File: src/verilog/smc_pkg.sv
package smc_pkg;

    // clock and the millisecond time base used by every mute window
    localparam int CLK_PERIOD_NS = 50;
    localparam int MS_NS         = 1000000;
    localparam int TICK_CYCLES   = MS_NS / CLK_PERIOD_NS;

    // windows in milliseconds, as figures
    localparam logic [11:0] SIMUL_MS      = 12'hBB8; // 3000 ms
    localparam logic [11:0] PERMIT_MIN_MS = 12'h0FA; // 250 ms
    localparam logic [11:0] PERMIT_MAX_MS = 12'h7D0; // 2000 ms
    localparam logic [11:0] XSHORT_MS     = 12'h7D0; // 2000 ms
    localparam logic [11:0] LAMP_MS       = 12'h064; // 100 ms settle

    // test pulse phase length in clock cycles, and phase numbering
    localparam int         PULSE_CYCLES = 100;
    localparam logic [2:0] PH_ALL_HIGH  = 3'h0;
    localparam logic [2:0] PH_ALL_LOW   = 3'h5;

    // register offsets
    localparam logic [3:0] OFS_CFG    = 4'h0;
    localparam logic [3:0] OFS_LIMIT  = 4'h4;
    localparam logic [3:0] OFS_STATUS = 4'h8;

    // configuration field positions
    localparam int CFG_HOOK      = 0; // three bits
    localparam int CFG_TWO_PAIRS = 3;
    localparam int CFG_PU_EN     = 4;
    localparam int CFG_PU_MANUAL = 5;
    localparam int CFG_PU_PERMIT = 6;
    localparam int CFG_LAMP_MON  = 7;
    localparam int CFG_MAN_RESET = 8;
    localparam int CFG_LIMIT_INF = 9;

    // reset values
    localparam logic [15:0] CFG_RESET   = 16'h0008;
    localparam logic [15:0] LIMIT_RESET = 16'h2710; // 10000 ms

    // hookup codes
    localparam logic [2:0] HK_DUAL_2T   = 3'h0;
    localparam logic [2:0] HK_DUAL_3T   = 3'h1;
    localparam logic [2:0] HK_DUAL_PNP  = 3'h2;
    localparam logic [2:0] HK_DUAL_4T   = 3'h3;
    localparam logic [2:0] HK_COMP_2T   = 3'h4;
    localparam logic [2:0] HK_COMP_3T   = 3'h5;
    localparam logic [2:0] HK_COMP_PNP  = 3'h6;

    // second channel of each pair is inverted in complementary hookups
    localparam logic [3:0] COMP_MASK = 4'hA;

endpackage : smc_pkg

File: src/verilog/smc_mute_ctrl.sv
`timescale 1ns/1ps

// Function
// - sensors form a first pair and an optional second pair, each redundant
// - dual 2/3-terminal: flag channel cross short persisting over 2 s
// - dual 3-terminal: test pulses detect a short to foreign power
// - current-sourcing dual sensors: no short detection performed
// - dual 4-terminal: detect cross shorts and foreign power shorts
// - complementary: cross short; 3-terminal also foreign power when closed
// - normal mute starts only with permit closed; opening it later has no effect
// - one sensor alone over three seconds fails simultaneity, no mute
// - permit closed-open-closed with one sensor on restarts the timer
// - one timer restart per mute cycle; rearm once all sensors open
// - indicator on status outputs; monitored failure blocks new mutes
// - duration timer starts when the pair meets simultaneity
// - expiry ends mute; off input drops outputs, manual reset if set
// - infinite duration setting disables the limit
// - power-up mute: permit, safety input on, exactly one pair closed
// - automatic power-up mode starts that mute at once
// - manual power-up mode starts it on the first system reset
// - while muted the guarded input state is ignored
// - a mute needs both sensors of a pair on within 3 s
// - mute ends on sensor open, stop, expiry, lockout or power loss
module smc_mute_ctrl #(
    parameter int TICK_CYCLES  = smc_pkg::TICK_CYCLES,
    parameter int PULSE_CYCLES = smc_pkg::PULSE_CYCLES
) (
    // clock and reset
    input  wire logic        sys_clk_in,
    input  wire logic        rst_n_in,
    // register port
    input  wire logic [3:0]  addr_in,
    input  wire logic [15:0] wr_data_in,
    input  wire logic        wr_en_in,
    input  wire logic        rd_en_in,
    output logic      [15:0] rd_data_out,
    // mute sensors and permit
    input  wire logic [3:0]  sensor_in,
    input  wire logic        mute_permit_input_in,
    output logic      [3:0]  test_pulse_out,
    // guarded input and system pins
    input  wire logic        guard_in,
    input  wire logic        stop_req_in,
    input  wire logic        lockout_in,
    input  wire logic        system_reset_in,
    input  wire logic        lamp_sense_in,
    // outputs
    output logic             safety_switching_outputs_out,
    output logic             mute_indicator_output_out,
    output logic             indicator_status_output_a_out,
    output logic             indicator_status_output_b_out,
    output logic             fault_out
);

    typedef enum logic [1:0] {
        PR_IDLE, PR_CLOSED, PR_ARMED, PR_OPEN
    } smc_permit_t;
    typedef enum logic {MS_IDLE, MS_MUTED} smc_mute_t;

    // synchronised pins
    logic [9:0] s;
    wire  [3:0] s_sens   = s[3:0];
    wire        s_permit = s[4];
    wire        s_guard  = s[5];
    wire        s_stop   = s[6];
    wire        s_lock   = s[7];
    wire        s_sysrst = s[8];
    wire        s_lamp   = s[9];

    smc_sync #(.WIDTH(10)) u_sync (
        .clk_in   (sys_clk_in),
        .rst_n_in (rst_n_in),
        .d_in     ({lamp_sense_in, system_reset_in, lockout_in,
                    stop_req_in, guard_in, mute_permit_input_in,
                    sensor_in}),
        .q_out    (s)
    );

    logic [15:0] cfg;
    logic [15:0] limit;
    logic        sysrst_q;

    // configuration decode
    wire [2:0] hook      = cfg[smc_pkg::CFG_HOOK +: 3];
    wire       two_pairs = cfg[smc_pkg::CFG_TWO_PAIRS];
    wire       pu_en     = cfg[smc_pkg::CFG_PU_EN];
    wire       pu_manual = cfg[smc_pkg::CFG_PU_MANUAL];
    wire       pu_permit = cfg[smc_pkg::CFG_PU_PERMIT];
    wire       lamp_mon  = cfg[smc_pkg::CFG_LAMP_MON];
    wire       man_reset = cfg[smc_pkg::CFG_MAN_RESET];
    wire       limit_inf = cfg[smc_pkg::CFG_LIMIT_INF];
    wire       current_sourcing_output       = (hook == smc_pkg::HK_DUAL_PNP) ||
                           (hook == smc_pkg::HK_COMP_PNP);
    wire       comp      = (hook == smc_pkg::HK_COMP_2T) ||
                           (hook == smc_pkg::HK_COMP_3T) ||
                           (hook == smc_pkg::HK_COMP_PNP);
    wire       foreign_chk = (hook == smc_pkg::HK_DUAL_3T) ||
                             (hook == smc_pkg::HK_DUAL_4T) ||
                             (hook == smc_pkg::HK_COMP_3T);
    wire       slow_cross  = (hook == smc_pkg::HK_DUAL_2T) ||
                             (hook == smc_pkg::HK_DUAL_3T);
    wire [1:0] pair_en     = {two_pairs, 1'b1};
    wire       sysrst_pulse = s_sysrst & ~sysrst_q;

    // millisecond time base
    logic [14:0] tick_cnt;
    wire         tick = (tick_cnt == 15'(TICK_CYCLES - 1));

    always_ff @(posedge sys_clk_in or negedge rst_n_in) begin
        if (!rst_n_in) tick_cnt <= 15'h0000;
        else tick_cnt <= tick ? 15'h0000 : tick_cnt + 15'h0001;
    end

    // test pulse phases: all high, each channel low in turn, all low
    logic [2:0] phase;
    logic [7:0] ph_cnt;
    wire        ph_end  = (ph_cnt == 8'(PULSE_CYCLES - 1));
    wire [2:0]  next_phase = (phase == smc_pkg::PH_ALL_LOW) ?
                             smc_pkg::PH_ALL_HIGH : phase + 3'h1;
    wire [3:0]  pulse_pat  = (phase == smc_pkg::PH_ALL_HIGH) ? 4'hF :
                             (phase == smc_pkg::PH_ALL_LOW)  ? 4'h0 :
                             ~(4'h1 << (phase - 3'h1));

    always_ff @(posedge sys_clk_in or negedge rst_n_in) begin
        if (!rst_n_in) begin
            phase          <= 3'h0;
            ph_cnt         <= 8'h00;
            test_pulse_out <= 4'hF;
        end else begin
            ph_cnt         <= ph_end ? 8'h00 : ph_cnt + 8'h01;
            phase          <= ph_end ? next_phase : phase;
            test_pulse_out <= current_sourcing_output ? 4'hF : pulse_pat;
        end
    end

    // sensor state: sampled in the all-high phase, two equal samples
    logic [3:0] last_samp;
    logic [3:0] sens;
    logic       sens_valid;
    wire        samp_now = ph_end && (phase == smc_pkg::PH_ALL_HIGH);
    wire [3:0]  norm = sens ^ (comp ? smc_pkg::COMP_MASK : 4'h0);

    always_ff @(posedge sys_clk_in or negedge rst_n_in) begin
        if (!rst_n_in) begin
            last_samp  <= 4'h0;
            sens       <= 4'h0;
            sens_valid <= 1'b0;
        end else if (samp_now) begin
            last_samp <= s_sens;
            if (s_sens == last_samp) begin
                sens       <= s_sens;
                sens_valid <= 1'b1;
            end
        end
    end

    // per-channel short evidence from the pulse phases
    logic [3:0] xev;
    logic [3:0] fev;

    for (genvar c = 0; c < 4; c++) begin : g_chan
        always_ff @(posedge sys_clk_in or negedge rst_n_in) begin
            if (!rst_n_in) begin
                xev[c] <= 1'b0;
                fev[c] <= 1'b0;
            end else if (ph_end) begin
                // own pulse low yet input high: fed by another channel
                if (phase == 3'(c + 1))
                    xev[c] <= s_sens[c] & ~current_sourcing_output;
                // everything low yet input high: foreign supply
                if (phase == smc_pkg::PH_ALL_LOW)
                    fev[c] <= s_sens[c] & foreign_chk &
                              ((hook != smc_pkg::HK_COMP_3T) | sens[c]);
            end
        end
    end

    // per-pair cross short timing and simultaneity
    logic [11:0] xs_cnt   [2];
    logic [11:0] sim_cnt  [2];
    logic [1:0]  fail_q;
    logic [1:0]  one_on;
    logic [1:0]  both_on;
    logic [1:0]  xshort;
    logic        perm_reset;

    for (genvar p = 0; p < 2; p++) begin : g_pair
        wire xp = xev[2*p] | xev[2*p+1] |
                  (comp & sens[2*p] & sens[2*p+1]);
        assign one_on[p]  = norm[2*p] ^ norm[2*p+1];
        assign both_on[p] = norm[2*p] & norm[2*p+1];
        // the slow hookups must see the short for the full window
        assign xshort[p]  = xp & (~slow_cross |
                            (xs_cnt[p] == smc_pkg::XSHORT_MS));

        always_ff @(posedge sys_clk_in or negedge rst_n_in) begin
            if (!rst_n_in) begin
                xs_cnt[p]  <= 12'h000;
                sim_cnt[p] <= 12'h000;
                fail_q[p]  <= 1'b0;
            end else begin
                if (!xp)
                    xs_cnt[p] <= 12'h000;
                else if (tick && xs_cnt[p] != smc_pkg::XSHORT_MS)
                    xs_cnt[p] <= xs_cnt[p] + 12'h001;
                if (!one_on[p] || perm_reset)
                    sim_cnt[p] <= 12'h000;
                else if (tick && sim_cnt[p] != smc_pkg::SIMUL_MS)
                    sim_cnt[p] <= sim_cnt[p] + 12'h001;
                if ((norm[2*p+1:2*p] == 2'b00) || perm_reset)
                    fail_q[p] <= 1'b0;
                else if (one_on[p] && sim_cnt[p] == smc_pkg::SIMUL_MS)
                    fail_q[p] <= 1'b1;
            end
        end
    end

    // permit closed-open-closed tracker
    smc_permit_t pr_state;
    smc_permit_t next_pr;
    logic [11:0] pr_cnt;
    logic        armed;
    wire         pr_min = (pr_cnt > smc_pkg::PERMIT_MIN_MS);
    wire         pr_max = (pr_cnt > smc_pkg::PERMIT_MAX_MS);
    wire         cycle_ok = (pr_state == PR_OPEN) && s_permit && pr_min;

    assign perm_reset = cycle_ok & armed & |(one_on & pair_en);

    always_comb begin
        next_pr = pr_state;
        case (pr_state)
            PR_IDLE:   if (s_permit) next_pr = PR_CLOSED;
            PR_CLOSED: if (!s_permit) next_pr = PR_IDLE;
                       else if (pr_min) next_pr = PR_ARMED;
            PR_ARMED:  if (!s_permit) next_pr = PR_OPEN;
            PR_OPEN:   if (s_permit) next_pr = PR_CLOSED;
                       else if (pr_max) next_pr = PR_IDLE;
            default:   next_pr = PR_IDLE;
        endcase
    end

    always_ff @(posedge sys_clk_in or negedge rst_n_in) begin
        if (!rst_n_in) begin
            pr_state <= PR_IDLE;
            pr_cnt   <= 12'h000;
            armed    <= 1'b1;
        end else begin
            pr_state <= next_pr;
            if (next_pr != pr_state)
                pr_cnt <= 12'h000;
            else if (tick && !pr_max)
                pr_cnt <= pr_cnt + 12'h001;
            if (norm == 4'h0)
                armed <= 1'b1;
            else if (perm_reset)
                armed <= 1'b0;
        end
    end

    // fault flags, sticky until a system reset finds them gone
    logic        short_fault;
    logic        lamp_fault;
    logic [11:0] lamp_cnt;
    wire         short_now = |(xshort & pair_en) | |fev;
    wire         lamp_bad  = lamp_mon & (s_lamp != mute_indicator_output_out);

    always_ff @(posedge sys_clk_in or negedge rst_n_in) begin
        if (!rst_n_in) begin
            short_fault <= 1'b0;
            lamp_fault  <= 1'b0;
            lamp_cnt    <= 12'h000;
            sysrst_q    <= 1'b0;
        end else begin
            sysrst_q <= s_sysrst;
            if (!lamp_bad)
                lamp_cnt <= 12'h000;
            else if (tick && lamp_cnt != smc_pkg::LAMP_MS)
                lamp_cnt <= lamp_cnt + 12'h001;
            // set wins over the reset that would clear it
            if (short_now)
                short_fault <= 1'b1;
            else if (sysrst_pulse)
                short_fault <= 1'b0;
            if (lamp_cnt == smc_pkg::LAMP_MS)
                lamp_fault <= 1'b1;
            else if (sysrst_pulse)
                lamp_fault <= 1'b0;
        end
    end

    // mute start and hold conditions
    smc_mute_t   mstate;
    logic [15:0] dur_cnt;
    logic        pu_pending;
    logic        need_rst;
    logic        spent;
    wire muted    = (mstate == MS_MUTED);
    wire start_ok = sens_valid & ~lamp_fault & ~short_fault &
                    ~s_lock & ~s_stop & ~spent;
    wire norm_start = |(both_on & ~fail_q & pair_en) & s_permit;
    wire one_pair = (both_on[0] ^ (both_on[1] & two_pairs));
    wire pu_eval  = pu_pending & sens_valid &
                    (~pu_manual | sysrst_pulse);
    wire pu_start = pu_eval & pu_en & (s_permit | ~pu_permit) &
                    s_guard & one_pair;
    wire limit_hit = ~limit_inf & (dur_cnt >= limit);
    wire keep = |(both_on & pair_en) & ~s_stop & ~s_lock &
                ~short_fault & ~limit_hit;
    wire guard_ok = muted | s_guard;

    always_ff @(posedge sys_clk_in or negedge rst_n_in) begin
        if (!rst_n_in) begin
            mstate     <= MS_IDLE;
            dur_cnt    <= 16'h0000;
            pu_pending <= 1'b1;
            spent      <= 1'b0;
        end else begin
            if (pu_eval || !pu_en)
                pu_pending <= 1'b0;
            // an expired mute must not restart on the same sensor cycle
            if (muted && limit_hit)
                spent <= 1'b1;
            else if (norm == 4'h0)
                spent <= 1'b0;
            case (mstate)
                MS_IDLE: if (start_ok && (norm_start || pu_start)) begin
                    mstate  <= MS_MUTED;
                    dur_cnt <= 16'h0000;
                end
                MS_MUTED: if (!keep) mstate <= MS_IDLE;
                else if (tick && !limit_hit) dur_cnt <= dur_cnt + 16'h0001;
                default: mstate <= MS_IDLE;
            endcase
        end
    end

    // safety outputs and mute indicators
    wire drop = ~guard_ok | s_stop | s_lock | short_fault;
    wire next_need = man_reset &
                     (need_rst | (safety_switching_outputs_out & drop)) &
                     ~(sysrst_pulse & ~drop);

    always_ff @(posedge sys_clk_in or negedge rst_n_in) begin
        if (!rst_n_in) begin
            need_rst                      <= 1'b1;
            safety_switching_outputs_out  <= 1'b0;
            mute_indicator_output_out     <= 1'b0;
            indicator_status_output_a_out <= 1'b0;
            indicator_status_output_b_out <= 1'b0;
            fault_out                     <= 1'b0;
        end else begin
            need_rst                      <= next_need;
            safety_switching_outputs_out  <= ~drop & ~next_need;
            mute_indicator_output_out     <= muted;
            indicator_status_output_a_out <= muted;
            indicator_status_output_b_out <= muted;
            fault_out                     <= short_fault | lamp_fault;
        end
    end

    // register port: writes steer, reads show state one cycle later
    wire [15:0] status = {4'h0, norm, armed, pu_pending,
                          safety_switching_outputs_out, fail_q,
                          short_fault, lamp_fault, muted};
    wire [15:0] rd_mux = (addr_in == smc_pkg::OFS_CFG)    ? cfg :
                         (addr_in == smc_pkg::OFS_LIMIT)  ? limit :
                         (addr_in == smc_pkg::OFS_STATUS) ? status :
                         16'h0000;

    always_ff @(posedge sys_clk_in or negedge rst_n_in) begin
        if (!rst_n_in) begin
            cfg         <= smc_pkg::CFG_RESET;
            limit       <= smc_pkg::LIMIT_RESET;
            rd_data_out <= 16'h0000;
        end else begin
            if (wr_en_in && addr_in == smc_pkg::OFS_CFG)
                cfg <= wr_data_in;
            if (wr_en_in && addr_in == smc_pkg::OFS_LIMIT)
                limit <= wr_data_in;
            rd_data_out <= rd_en_in ? rd_mux : 16'h0000;
        end
    end

    a_start_permit: assert property (@(posedge sys_clk_in)
        disable iff (!rst_n_in)
        $rose(muted) && !$past(pu_start) |-> $past(s_permit))
        else $error("mute began without permit");

    a_fail_blocks: assert property (@(posedge sys_clk_in)
        disable iff (!rst_n_in)
        fail_q[0] && !both_on[1] && !muted && !pu_start |=> !muted)
        else $error("mute began after simultaneity failure");

    a_reset_once: assert property (@(posedge sys_clk_in)
        disable iff (!rst_n_in)
        perm_reset |=> !armed ##1 (!perm_reset || norm == 4'h0))
        else $error("second timer restart in one cycle");

    a_lamp_blocks: assert property (@(posedge sys_clk_in)
        disable iff (!rst_n_in)
        lamp_fault && !muted |=> !muted)
        else $error("mute began with indicator failed");

    a_limit_ends: assert property (@(posedge sys_clk_in)
        disable iff (!rst_n_in)
        muted && limit_hit |=> !muted ##1 !mute_indicator_output_out)
        else $error("mute outlived its limit");

    a_pnp_quiet: assert property (@(posedge sys_clk_in)
        disable iff (!rst_n_in)
        current_sourcing_output && $stable(hook) |=> test_pulse_out == 4'hF)
        else $error("pulses driven in current-sourcing mode");

    a_muted_runs: assert property (@(posedge sys_clk_in)
        disable iff (!rst_n_in)
        muted && !s_stop && !s_lock && !short_fault && !need_rst
        && !man_reset |=> safety_switching_outputs_out)
        else $error("muted guarded input caused a stop");

    a_sim_window: assert property (@(posedge sys_clk_in)
        disable iff (!rst_n_in)
        $rose(fail_q[0]) |-> $past(sim_cnt[0]) == smc_pkg::SIMUL_MS)
        else $error("simultaneity failed early");

    a_cross_wait: assert property (@(posedge sys_clk_in)
        disable iff (!rst_n_in)
        $rose(short_fault) && slow_cross && !$past(|fev) |->
        $past(xs_cnt[0]) == smc_pkg::XSHORT_MS ||
        $past(xs_cnt[1]) == smc_pkg::XSHORT_MS)
        else $error("cross short flagged before its window");

endmodule : smc_mute_ctrl

File: src/verilog/smc_sync.sv
`timescale 1ns/1ps

// two flip-flop synchroniser for pin inputs
module smc_sync #(
    parameter int WIDTH = 1
) (
    // clock and reset
    input  wire logic             clk_in,
    input  wire logic             rst_n_in,
    // data
    input  wire logic [WIDTH-1:0] d_in,
    output logic      [WIDTH-1:0] q_out
);

    logic [WIDTH-1:0] meta;

    // first stage feeds only the second stage
    always_ff @(posedge clk_in or negedge rst_n_in) begin
        if (!rst_n_in) begin
            meta  <= '0;
            q_out <= '0;
        end else begin
            meta  <= d_in;
            q_out <= meta;
        end
    end

endmodule : smc_sync
File: config.mk
export PLATFORM = sky130hd
export DESIGN_NAME = smc_mute_ctrl
export DESIGN_NICKNAME = d
export VERILOG_FILES = /design/src/verilog/smc_pkg.sv /design/src/verilog/smc_mute_ctrl.sv /design/src/verilog/smc_sync.sv
export SDC_FILE = /design/constraint.sdc
export NUM_CORES = 1
export LEC_CHECK = 0
export BUFFER_PORTS_ARGS = -buffer_cell sky130_fd_sc_hd__buf_2
export CORE_ASPECT_RATIO = 1.2
export CORE_MARGIN = 5
export CORE_UTILIZATION = 46
export CTS_BUF_LIST = sky130_fd_sc_hd__clkbuf_4
export DETAILED_ROUTE_END_ITERATION = 12
export PLACE_DENSITY = 0.72
export SYNTH_ARGS = -nofsm -noshare
export SYNTH_HDL_FRONTEND = slang
export SYNTH_SLANG_ARGS = --single-unit
File: constraint.sdc
create_clock -name sys_clk_in -period 4.5 [get_ports sys_clk_in]
set_clock_uncertainty 0.1 [all_clocks]
set_input_delay 0.45 -clock sys_clk_in [delete_from_list [all_inputs] [get_ports sys_clk_in]]
set_output_delay 0.45 -clock sys_clk_in [all_outputs]
set_load 0.01 [all_outputs]
==> impl_metrics.toml, run 1 <==
[run_status]
status = "finished, final reports clean"

[worst_setup_path]
critPathSlowestCell = "or4_1"
cpPeakStageDelay_ns = 0.67
critPathRequiredTime_ns = 4.96
end_kind = "register"
reg2reg_slack_ns = 1.24
critical_path_class = "reg2reg"
start_kind = "register"
crit_fanout = 32
critPathArrivalTime_ns = 3.72
path_cells = "inv_1, ha_1, nand2b_1, a2111oi_0, o32a_1, a31oi_2, or4_1, a21oi_1"

[clocking]
clock_path_buffers = 3
cts_root_buf = "clkbuf_4"
cts.sinks = 218
cts_made_buffers = 56
cts.clk_slew.worst_paths_ns = 0.08
cts_resized = 0
clk_latency_ns = 0.69
htree_num_levels = 2
cts_tree = "built"

[hold_path]
hp-class = "in2reg"

[synth]
synth_top_area_share_pct = 49.2
synthFlopType = "dfrtp_1"
syn_nets = 1072
yosys.area.top_type = "dfrtp_1"
yosys_warnings = 0
synth_cell_types = 64
synth_area_um2 = 10400
ys_seq_elements = 218
ys_seq_area_share_pct = 52.5
synth_area_per_cell_um2 = 10.4
synth_edf_count = 0
syn_inst = 1001
synthTopCellsByArea = "dfrtp_1, ha_1, nor2_1"
synthArstFlopShare_pct = 100

[drt]
ant_nets = 0
first_iter_violations = 438
routed_via_density = 5.48
routedWlPerCell_um = 15.6
vias = 7928
drt-total-wl_mm = 22.6
drcViolationCount = 0
dr.pass1.iters = 5

[place]
gp_congestion = 0.840
placedInstanceArea_um2 = 11000
port_buffers = 58
dp_slack_ns = 1.32
dp.final_hpwl_mm = 15.3

[layout]
layout-drive-gt1-share_pct = 17.9
final_util_pct = 53.8
areaGrowthSynthToFinish_pct = 15.5
layout_common_cells = "dfrtp_1, nor2_1, nand2_1, clkbuf_4, buf_2"
layout_commonest_cell = "dfrtp_1"
stdcell_area_um2 = 12000
layout.nets = 1198

[sta]
rsz0062_at_grt = "false"
slew_violations = 0
setup_viol = 0
finalHoldViolations = 0
tns_ns = 0
worstMarginPinSlew_ns = 1.27
timing.final.crit_period_ns = 3.26
final.setup.worst_slack_ns = 1.24
finalCritPeriodShare_pct = 72.5
max_freq_ghz = 0.307
relSlewSlack_pct = 15.1

[floorplanning]
rows = 60
initial_core_util_pct = 46.6
coreArea_um2 = 22400
die_w_um = 147
die_y_um = 175
io_pins = 59
die_area_um2 = 25800

[global_route]
grt_pass1_wl_mm = 38.7
grt_pass1_vias = 7976
grt_max_degree = 130
grt_usage_pct = 18.0
overflow = 0
antenna_found_initial = 1

[pwr]
seqPwrFrac_pct = 51.3
pwr-share-clk_pct = 40.6
power-per-cell-area_nw_per_um2 = 342
p_total_w = 0.00413
sw_frac_of_total_pct = 25.3
combPwrFrac_pct = 8.1
power.leakage_nw = 5.30
intPower_w = 0.00308
ir_drop_mv = 0.285
p_sw_w = 0.00104

[run]
max_cap_violations = 0
==> power by group through the flow <==
stage	Clock (W)	Combinational, W	Sequential, W
2_1_floorplan	0	0.000199	0.00213
3_3_place_gp	0	0.000310	0.00215
3_5_place_dp	0	0.000317	0.00215
4_1_cts	0.00174	0.000339	0.00211
5_1_grt	0.00185	0.000381	0.00213
6_report	0.00168	0.000335	0.00212
==> timing repair <==
| action | CTS | global route |
|---|---|---|
| hold buffers | 30 | 0 |
| buffers inserted | 0 | 0 |
| endpoints found under the hold margin | 163 | 0 |
| setup endpoints to repair | 0 | 0 |
==> Yosys cell counts, types with 11 or more instances <==
master / number
o21ai_0: 37
clkbuf_1: 21
and3_1: 14
xor2_1: 42
mux2_2: 32
ha_1: 37
nor3_1: 20
o31ai_1: 16
a21oi_1: 49
xnor2_1: 43
nor2_1: 103
dfstp_2: 13
nand3_1: 41
nand2_1: 88
nand4_1: 33
or4_1: 17
inv_1: 43
nor4_1: 11
dfrtp_1: 205
==> cell type report <==
class	instances	area, µm²
diodes	1	2.50
fillers	1987	10300
clock inverters	17	98.8
clock buffers	82	616
inverters	43	161
flip-flops and latches	218	5470
well taps	279	349
multi-input cells	711	4680
repair buffers	97	668
==> stage by stage <==
step / cells / hold WS [ns]
floorplan: 1001 / 0.0544
global placement: 1318 / 0.233
detailed placement: 1318 / 0.235
CTS: 1447 / 0.0208
global route: 1448 / 0.0555
finish: 1448 / 0.0851
==> sequential cells by signal, indices dropped and copies added (netlist names), 12 cells and up <==
register	flops
cfg	16
pr_cnt	12
dur_cnt	16
rd_data_out	16
xs_cnt	24
limit	16
tick_cnt	15
lamp_cnt	12
sim_cnt	24
==> final timing paths <==
check                                          from                   endpoint  cells after the start
max                          dur_cnt[0]$_DFFE_PN0P_     dur_cnt[5]$_DFFE_PN0P_                      8
min                                        rd_en_in   rd_data_out[8]$_DFF_PN0_                      3
max reg2reg                  dur_cnt[0]$_DFFE_PN0P_     dur_cnt[5]$_DFFE_PN0P_                      8
min reg2reg                u_sync.meta[7]$_DFF_PN0_  u_sync.q_out[7]$_DFF_PN0_                      0
max in group asynchronous                  rst_n_in           mstate$_DFF_PN0_                      3
min in group asynchronous                  rst_n_in       limit[2]$_DFFE_PN0P_                      2
==> critical path: cells and delay by family (launching register included) <==
family	cells	cell delay [ns]
adders and majority gates	1	0.22
buffers and inverters	1	0.10
DFF	1	0.40
AOI/OAI and AO/OA	4	1.49
and+or+nand+nor	2	0.80
==> metal layers <==
layer | wire length [µm] | track usage (%) | vias to the layer above
met5 | 0 | 0 | -
met4 | 548 | 6.45 | 0
met3 | 1140 | 3.55 | 37
met2 | 11200 | 30.1 | 204
met1 | 9680 | 23.4 | 3849
li1 | - | - | 3838
==> cell families after synthesis <==
family / synth area share (%)
fa+ha+maj: 4.44
mux: 4.51
simple gates: 19.6
flops: 52.5
xor+xnor: 7.14
compound gates: 9.16
buf+inv: 2.71
Note: power is estimated with default switching activity, not from simulation.
==> run 2: changes to the inputs <==
- ABC_AREA: not set -> 1
- PLACE_DENSITY: 0.72 -> 0.74
- clock period: 4.5 -> 3 ns (I/O delays scaled with it)
==> run 2 against run 1 <==
Against the previous run: die area increased by 8.3%; core utilization decreased by 0.67 points; via count increased by 22%; setup slack got worse by 0.85 ns; critical path type unchanged; highest routed layer unchanged; largest power group unchanged; critical endpoint is now dur_cnt[15]$_DFFE_PN0P_; sequential share of layout area decreased by 3.4 points; maximum frequency increased by 25%; critical path depth increased by 9.
==> impl_metrics.toml, run 2 <==
[run_status]
status = "finished, final reports clean"

[clocking]
cts_root_buf = "clkbuf_4"
cts.sinks = 218
cts_resized = 0
clock_path_buffers = 3
cts_tree = "built"
cts_made_buffers = 55
cts.clk_slew.worst_paths_ns = 0.07
clk_latency_ns = 0.68
htree_num_levels = 2
cts_setup_buffers = 0

[floorplanning]
die_y_um = 182
initial_core_util_pct = 46.3
coreArea_um2 = 24500
die_area_um2 = 27900
io_pins = 59
die_w_um = 153
rows = 63

[sta]
rsz0062_at_grt = "false"
relSlewSlack_pct = 53.7
timing.final.crit_period_ns = 2.61
setup_viol = 0
worstMarginPinSlew_ns = 0.694
finalHoldViolations = 0
slew_violations = 0
hold_slack_ns = 0.0709
finalCritPeriodShare_pct = 87.0
tns_ns = 0
max_freq_ghz = 0.383

[synth]
synth_cell_types = 48
synth_commonest_cells = "nand2_1, dfrtp_1, inv_1"
synth.most_common_cell = "nand2_1"
syn_inst = 1371
synth_edf_count = 0
yosys.area.top_type = "dfrtp_1"
synth_top_area_share_pct = 45.2
ys_seq_area_share_pct = 48.2
synthArstFlopShare_pct = 100
synthFlopType = "dfrtp_1"
synth_area_um2 = 11400
synth_area_per_cell_um2 = 8.28
synthTopCellsByArea = "dfrtp_1, nand2_1, inv_1"
yosys_warnings = 0
ys_seq_elements = 218
syn_nets = 1442

[drt]
first_iter_violations = 689
vias = 9656
routed_via_density = 5.15
drcViolationCount = 0
routedWlPerCell_um = 13.7
ant_nets = 0
drt-total-wl_mm = 25.7
dr.pass1.iters = 7

[layout]
regArea_um2 = 5470
areaGrowthSynthToFinish_pct = 14.8
layout_common_cells = "nand2_1, dfrtp_1, inv_1, nor2_1, nand3_1"
largestRegisters = "sim_cnt x24, xs_cnt x24"
fillers = 2212
layout-drive-gt1-share_pct = 13.8
layout_commonest_cell = "nand2_1"
layout.nets = 1572
multi_input_area_um2 = 4940

[place]
gp_congestion = 0.882
dp.final_hpwl_mm = 18.4
port_buffers = 58

[worst_setup_path]
setup.worst_path.end = "dur_cnt[15]$_DFFE_PN0P_"
path_depth = 17
start_kind = "register"
end_kind = "register"
cpPeakStageDelay_ns = 0.42
crit_fanout = 15
critical_path_class = "reg2reg"
rr_endpoint = "dur_cnt[15]$_DFFE_PN0P_"
crit_path_start = "cfg[2]$_DFFE_PN0P_"
rr_startpoint = "cfg[2]$_DFFE_PN0P_"
critPathSlowestCell = "dfrtp_1"
critPathRequiredTime_ns = 3.45
path_cells = "inv_1, a21oi_1, or2_2, nand2_1, inv_1, ha_1, nand2_1, ha_1, nand2_1, nor2_1, nand3_1, o21ai_0, nand3_1, nand2_1, nand2_2, nand2_1, nand2_1"
cp_common_cell = "nand2_1"
reg2reg_depth = 17
path_delay_family = "simple AND/OR/NAND/NOR gates"
reg2reg_slack_ns = 0.39
crit_buf_inv = 2
critPathArrivalTime_ns = 3.06

[pwr]
intPower_w = 0.00464
power-per-cell-area_nw_per_um2 = 495
combPwrFrac_pct = 11.4
p_sw_w = 0.00181
ir_drop_mv = 0.374
sw_frac_of_total_pct = 28.1
pwr-share-clk_pct = 39.0
seqPwrFrac_pct = 49.6
power.leakage_nw = 6.05

[global_route]
grt_pass1_wl_mm = 44.8
grt_usage_pct = 18.9
grt_pass1_vias = 9572
antenna_found_initial = 1
grt_max_degree = 89
overflow = 0

[run]
max_cap_violations = 0

[hold_path]
hp-class = "in2reg"
## run 2: routing by layer
layer	GRT usage [%]	vias up	routed length, µm
li1	-	4776	-
met1	23.5	4538	10800
met2	32.2	264	12500
met3	3.18	78	1250
met4	8.76	0	1070
met5	0	-	0
## run 2: metrics by stage
stage	total power, W	utilization [%]	setup WS (ns)	cell area [µm²]	cells
finish	0.00645	53.2	0.390	13000	1874
floorplan	0.00372	-	0.594	11400	1371
global placement	0.00393	49.0	0.511	12000	1740
CTS	0.00655	53.2	0.395	13000	1873
global route	0.00684	53.2	0.102	13000	1874
detailed placement	0.00396	49.0	0.398	12000	1740
## run 2: cell type report
| cell class | instances | share of cell area (%) |
|---|---|---|
| clock buffers | 86 | 4.95 |
| repair buffers | 100 | 5.47 |
| inverters | 206 | 6.01 |
| clock inverters | 18 | 0.576 |
| flip-flops and latches | 218 | 42.0 |
| well taps | 325 | 3.12 |
| diodes | 1 | 0.0192 |
| multi-input cells | 920 | 37.9 |
## run 2: timing repair
action	CTS	global route
hold buffers	29	0
endpoints found under the hold margin	142	0
setup endpoints to repair	0	0
## run 2: worst min path at each step
| stage | start | end | cells past startpoint |
|---|---|---|---|
| floorplan | rst_n_in | cfg[0]$_DFFE_PN0P_ | 0 |
| global placement | u_sync.meta[2]$_DFF_PN0_ | u_sync.q_out[2]$_DFF_PN0_ | 0 |
| detailed placement | u_sync.meta[0]$_DFF_PN0_ | u_sync.q_out[0]$_DFF_PN0_ | 0 |
| CTS | addr_in[2] | rd_data_out[13]$_DFF_PN0_ | 6 |
| global route | addr_in[2] | rd_data_out[13]$_DFF_PN0_ | 6 |
| finish | addr_in[0] | rd_data_out[12]$_DFF_PN0_ | 7 |
## run 2: logic make-up after synthesis
kind of cell | after synthesis | synth area share, %
flip-flops | 218 | 48.2
adder cells (fa/ha/maj) | 37 | 4.08
AND/OR/NAND/NOR | 627 | 25.1
buffers and inverters | 233 | 8.31
XOR/XNOR | 60 | 4.63
AO/OA/AOI/OAI | 195 | 9.56
multiplexers | 1 | 0.0882
## run 2: power by group through the flow
stage | Combinational, W | Clock, W | Sequential [W]
after floorplan | 0.000505 | 0 | 0.00321
after global placement | 0.000691 | 0 | 0.00324
after detailed placement | 0.000712 | 0 | 0.00325
after CTS | 0.000744 | 0.00261 | 0.00319
after global routing | 0.000852 | 0.00278 | 0.00321
final | 0.000734 | 0.00252 | 0.00320
## run 2: worst min-delay path: stages
cell and delay (ns):
buf_2 0.07, nor2_1 0.03, inv_1 0.07, nor3_2 0.04, buf_4 0.16, nand2_1 0.06
a21oi_1 0.06
==> run 3: changes to the inputs <==
- BUFFER_PORTS_ARGS: -buffer_cell sky130_fd_sc_hd__buf_2 -> not set
- DONT_BUFFER_PORTS: not set -> 1
- PLACE_DENSITY: 0.74 -> 0.72
- RECOVER_POWER: not set -> 50
- SLEW_MARGIN: not set -> 20
==> run 3 against run 2 <==
Against the previous run: the run now ends with hold timing left; largest cell class unchanged; first-iteration DRC count shrank 17%; highest routed layer unchanged; worst hold slack got worse by 0.85 ns; via count decreased by 2.6%; cell area decreased by 2.1%; global-route usage grew 0.074 points; setup slack got worse by 0.047 ns; final cell count decreased by 3.0%; critical endpoint is now dur_cnt[10]$_DFFE_PN0P_.
==> impl_metrics.toml, run 3 (synthesis gave the netlist of run 2 again) <==
[place]
gp_congestion = 0.844
port_buffers = 0
dp.final_hpwl_mm = 18.3
dp.cells = 1679

[run]
max_cap_violations = 0

[sta]
hold_slack_ns = -0.778
worstMarginPinSlew_ns = 0.929
slew_violations = 0
max_freq_ghz = 0.376
relSlewSlack_pct = 37.9
timing.final.crit_period_ns = 2.66
tns_ns = 0
finalCritPeriodShare_pct = 88.6
finalHoldViolations = 218
setup_viol = 0
rsz0062_at_grt = "false"

[clocking]
holdBufCountCts = 33
clock_path_buffers = 3
cts.clk_slew.worst_paths_ns = 0.07
htree_num_levels = 2
cts.sinks = 218
cts_root_buf = "clkbuf_4"
cts_tree = "built"
clk_latency_ns = 0.70
cts_made_buffers = 58
cts_setup_buffers = 0
cts_resized = 0

[hold_path]
hp-class = "in2async"

[global_route]
grt_usage_pct = 18.9
overflow = 0
grt_pass1_wl_mm = 44.6
grt_util_met2_pct = 32.6
use_met3_pct = 3.94
gr-usage-met1_pct = 23.4
top_usage_layer = "met2"
antenna_found_initial = 1
grt_pass1_vias = 9332
grt_max_degree = 219

[drt]
routed_via_density = 5.18
drt-total-wl_mm = 25.9
routedWlPerCell_um = 14.2
drcViolationCount = 0
ant_nets = 0
dr.pass1.iters = 7
vias = 9409
first_iter_violations = 572

[run_status]
status = "finished, violations left"
failed_checks = "hold timing"

[worst_setup_path]
critPathArrivalTime_ns = 3.10
critical_path_class = "reg2reg"
end_kind = "register"
reg2reg_depth = 17
reg2reg_slack_ns = 0.34
rr_endpoint = "dur_cnt[10]$_DFFE_PN0P_"
rr_startpoint = "cfg[2]$_DFFE_PN0P_"
start_kind = "register"
critPathRequiredTime_ns = 3.44
crit_fanout = 15

[layout]
fillers = 2328
layout_common_cells = "nand2_1, dfrtp_1, inv_1, nor2_1, nand3_1"
layout-drive-gt1-share_pct = 10.6
layout.nets = 1518
layoutNonFillerInstCount = 1818
areaGrowthSynthToFinish_pct = 12.4
final_util_pct = 52.0
layout_commonest_cell = "nand2_1"
largestRegisters = "sim_cnt x24, xs_cnt x24"

[pwr]
ir_drop_mv = 0.369
p_total_w = 0.00646
combPwrFrac_pct = 10.2
power-per-cell-area_nw_per_um2 = 506
seqPwrFrac_pct = 49.5
intPower_w = 0.00469
power.leakage_nw = 5.81
sw_frac_of_total_pct = 27.3
pwr-share-clk_pct = 40.3
p_sw_w = 0.00177

[floorplanning]
die_area_um2 = 27900
rows = 63
die_w_um = 153
io_pins = 59
die_y_um = 182
initial_core_util_pct = 46.3
coreArea_um2 = 24500
## run 3: power groups by stage
stage	sequential [W]	combinational, W	clock, W
floorplan	0.00321	0.000505	0
global placement	0.00324	0.000599	0
detailed placement	0.00325	0.000616	0
CTS	0.00319	0.000656	0.00272
global route	0.00321	0.000754	0.00287
finish	0.00320	0.000657	0.00261
## run 3: layout make-up
cell class	instances	area, µm²	area share, %
Clock buffer	92	691	5.41
Antenna cell	1	2.50	0.0196
Sequential cell	218	5470	42.9
Tap cell	325	407	3.19
Clock inverter	13	61.3	0.481
Timing Repair Buffer	43	405	3.18
Inverter	206	783	6.14
Multi-Input combinational cell	920	4940	38.7
## run 3: worst max-delay path: stages, from the launching register on
cell and delay [ns]:
dfrtp_1 0.42, inv_1 0.09, a21oi_1 0.22, or2_2 0.15, nand2_1 0.06, inv_1 0.07, ha_1 0.14, nand2_1 0.07
ha_1 0.28, nand2_1 0.04, nor2_1 0.08, nand3_1 0.07, o21ai_0 0.15, nand3_1 0.12, nand2_1 0.12, nand2_2 0.18
nand2_1 0.11, nand2_1 0.05
## run 3: metal layers
layer  wire [µm]  part of all wire [%]
met1       10900                    42
met2       12900                    50
met3        1230                   4.7
met4         828                   3.2
met5           0                     0
## run 3: stage by stage
step / setup slack, ns / hold slack [ns] / area, µm²
5_1_grt: 0.0423 / -0.849 / 12800
3_3_place_gp: 0.534 / -0.0807 / 11700
2_1_floorplan: 0.594 / -0.0956 / 11400
6_report: 0.343 / -0.778 / 12800
4_1_cts: 0.356 / -0.851 / 12800
3_5_place_dp: 0.420 / -0.0824 / 11700
## run 3: worst max path at each step
stage               cells past startpoint                       to  slack, ns               start
floorplan                              18   dur_cnt[7]$_DFFE_PN0P_       0.59  cfg[2]$_DFFE_PN0P_
global placement                       17  dur_cnt[15]$_DFFE_PN0P_       0.53  cfg[2]$_DFFE_PN0P_
detailed placement                     17   dur_cnt[2]$_DFFE_PN0P_       0.42  cfg[2]$_DFFE_PN0P_
CTS                                    17  dur_cnt[10]$_DFFE_PN0P_       0.36  cfg[2]$_DFFE_PN0P_
global route                           17   dur_cnt[5]$_DFFE_PN0P_       0.04  cfg[2]$_DFFE_PN0P_
finish                                 17  dur_cnt[10]$_DFFE_PN0P_       0.34  cfg[2]$_DFFE_PN0P_
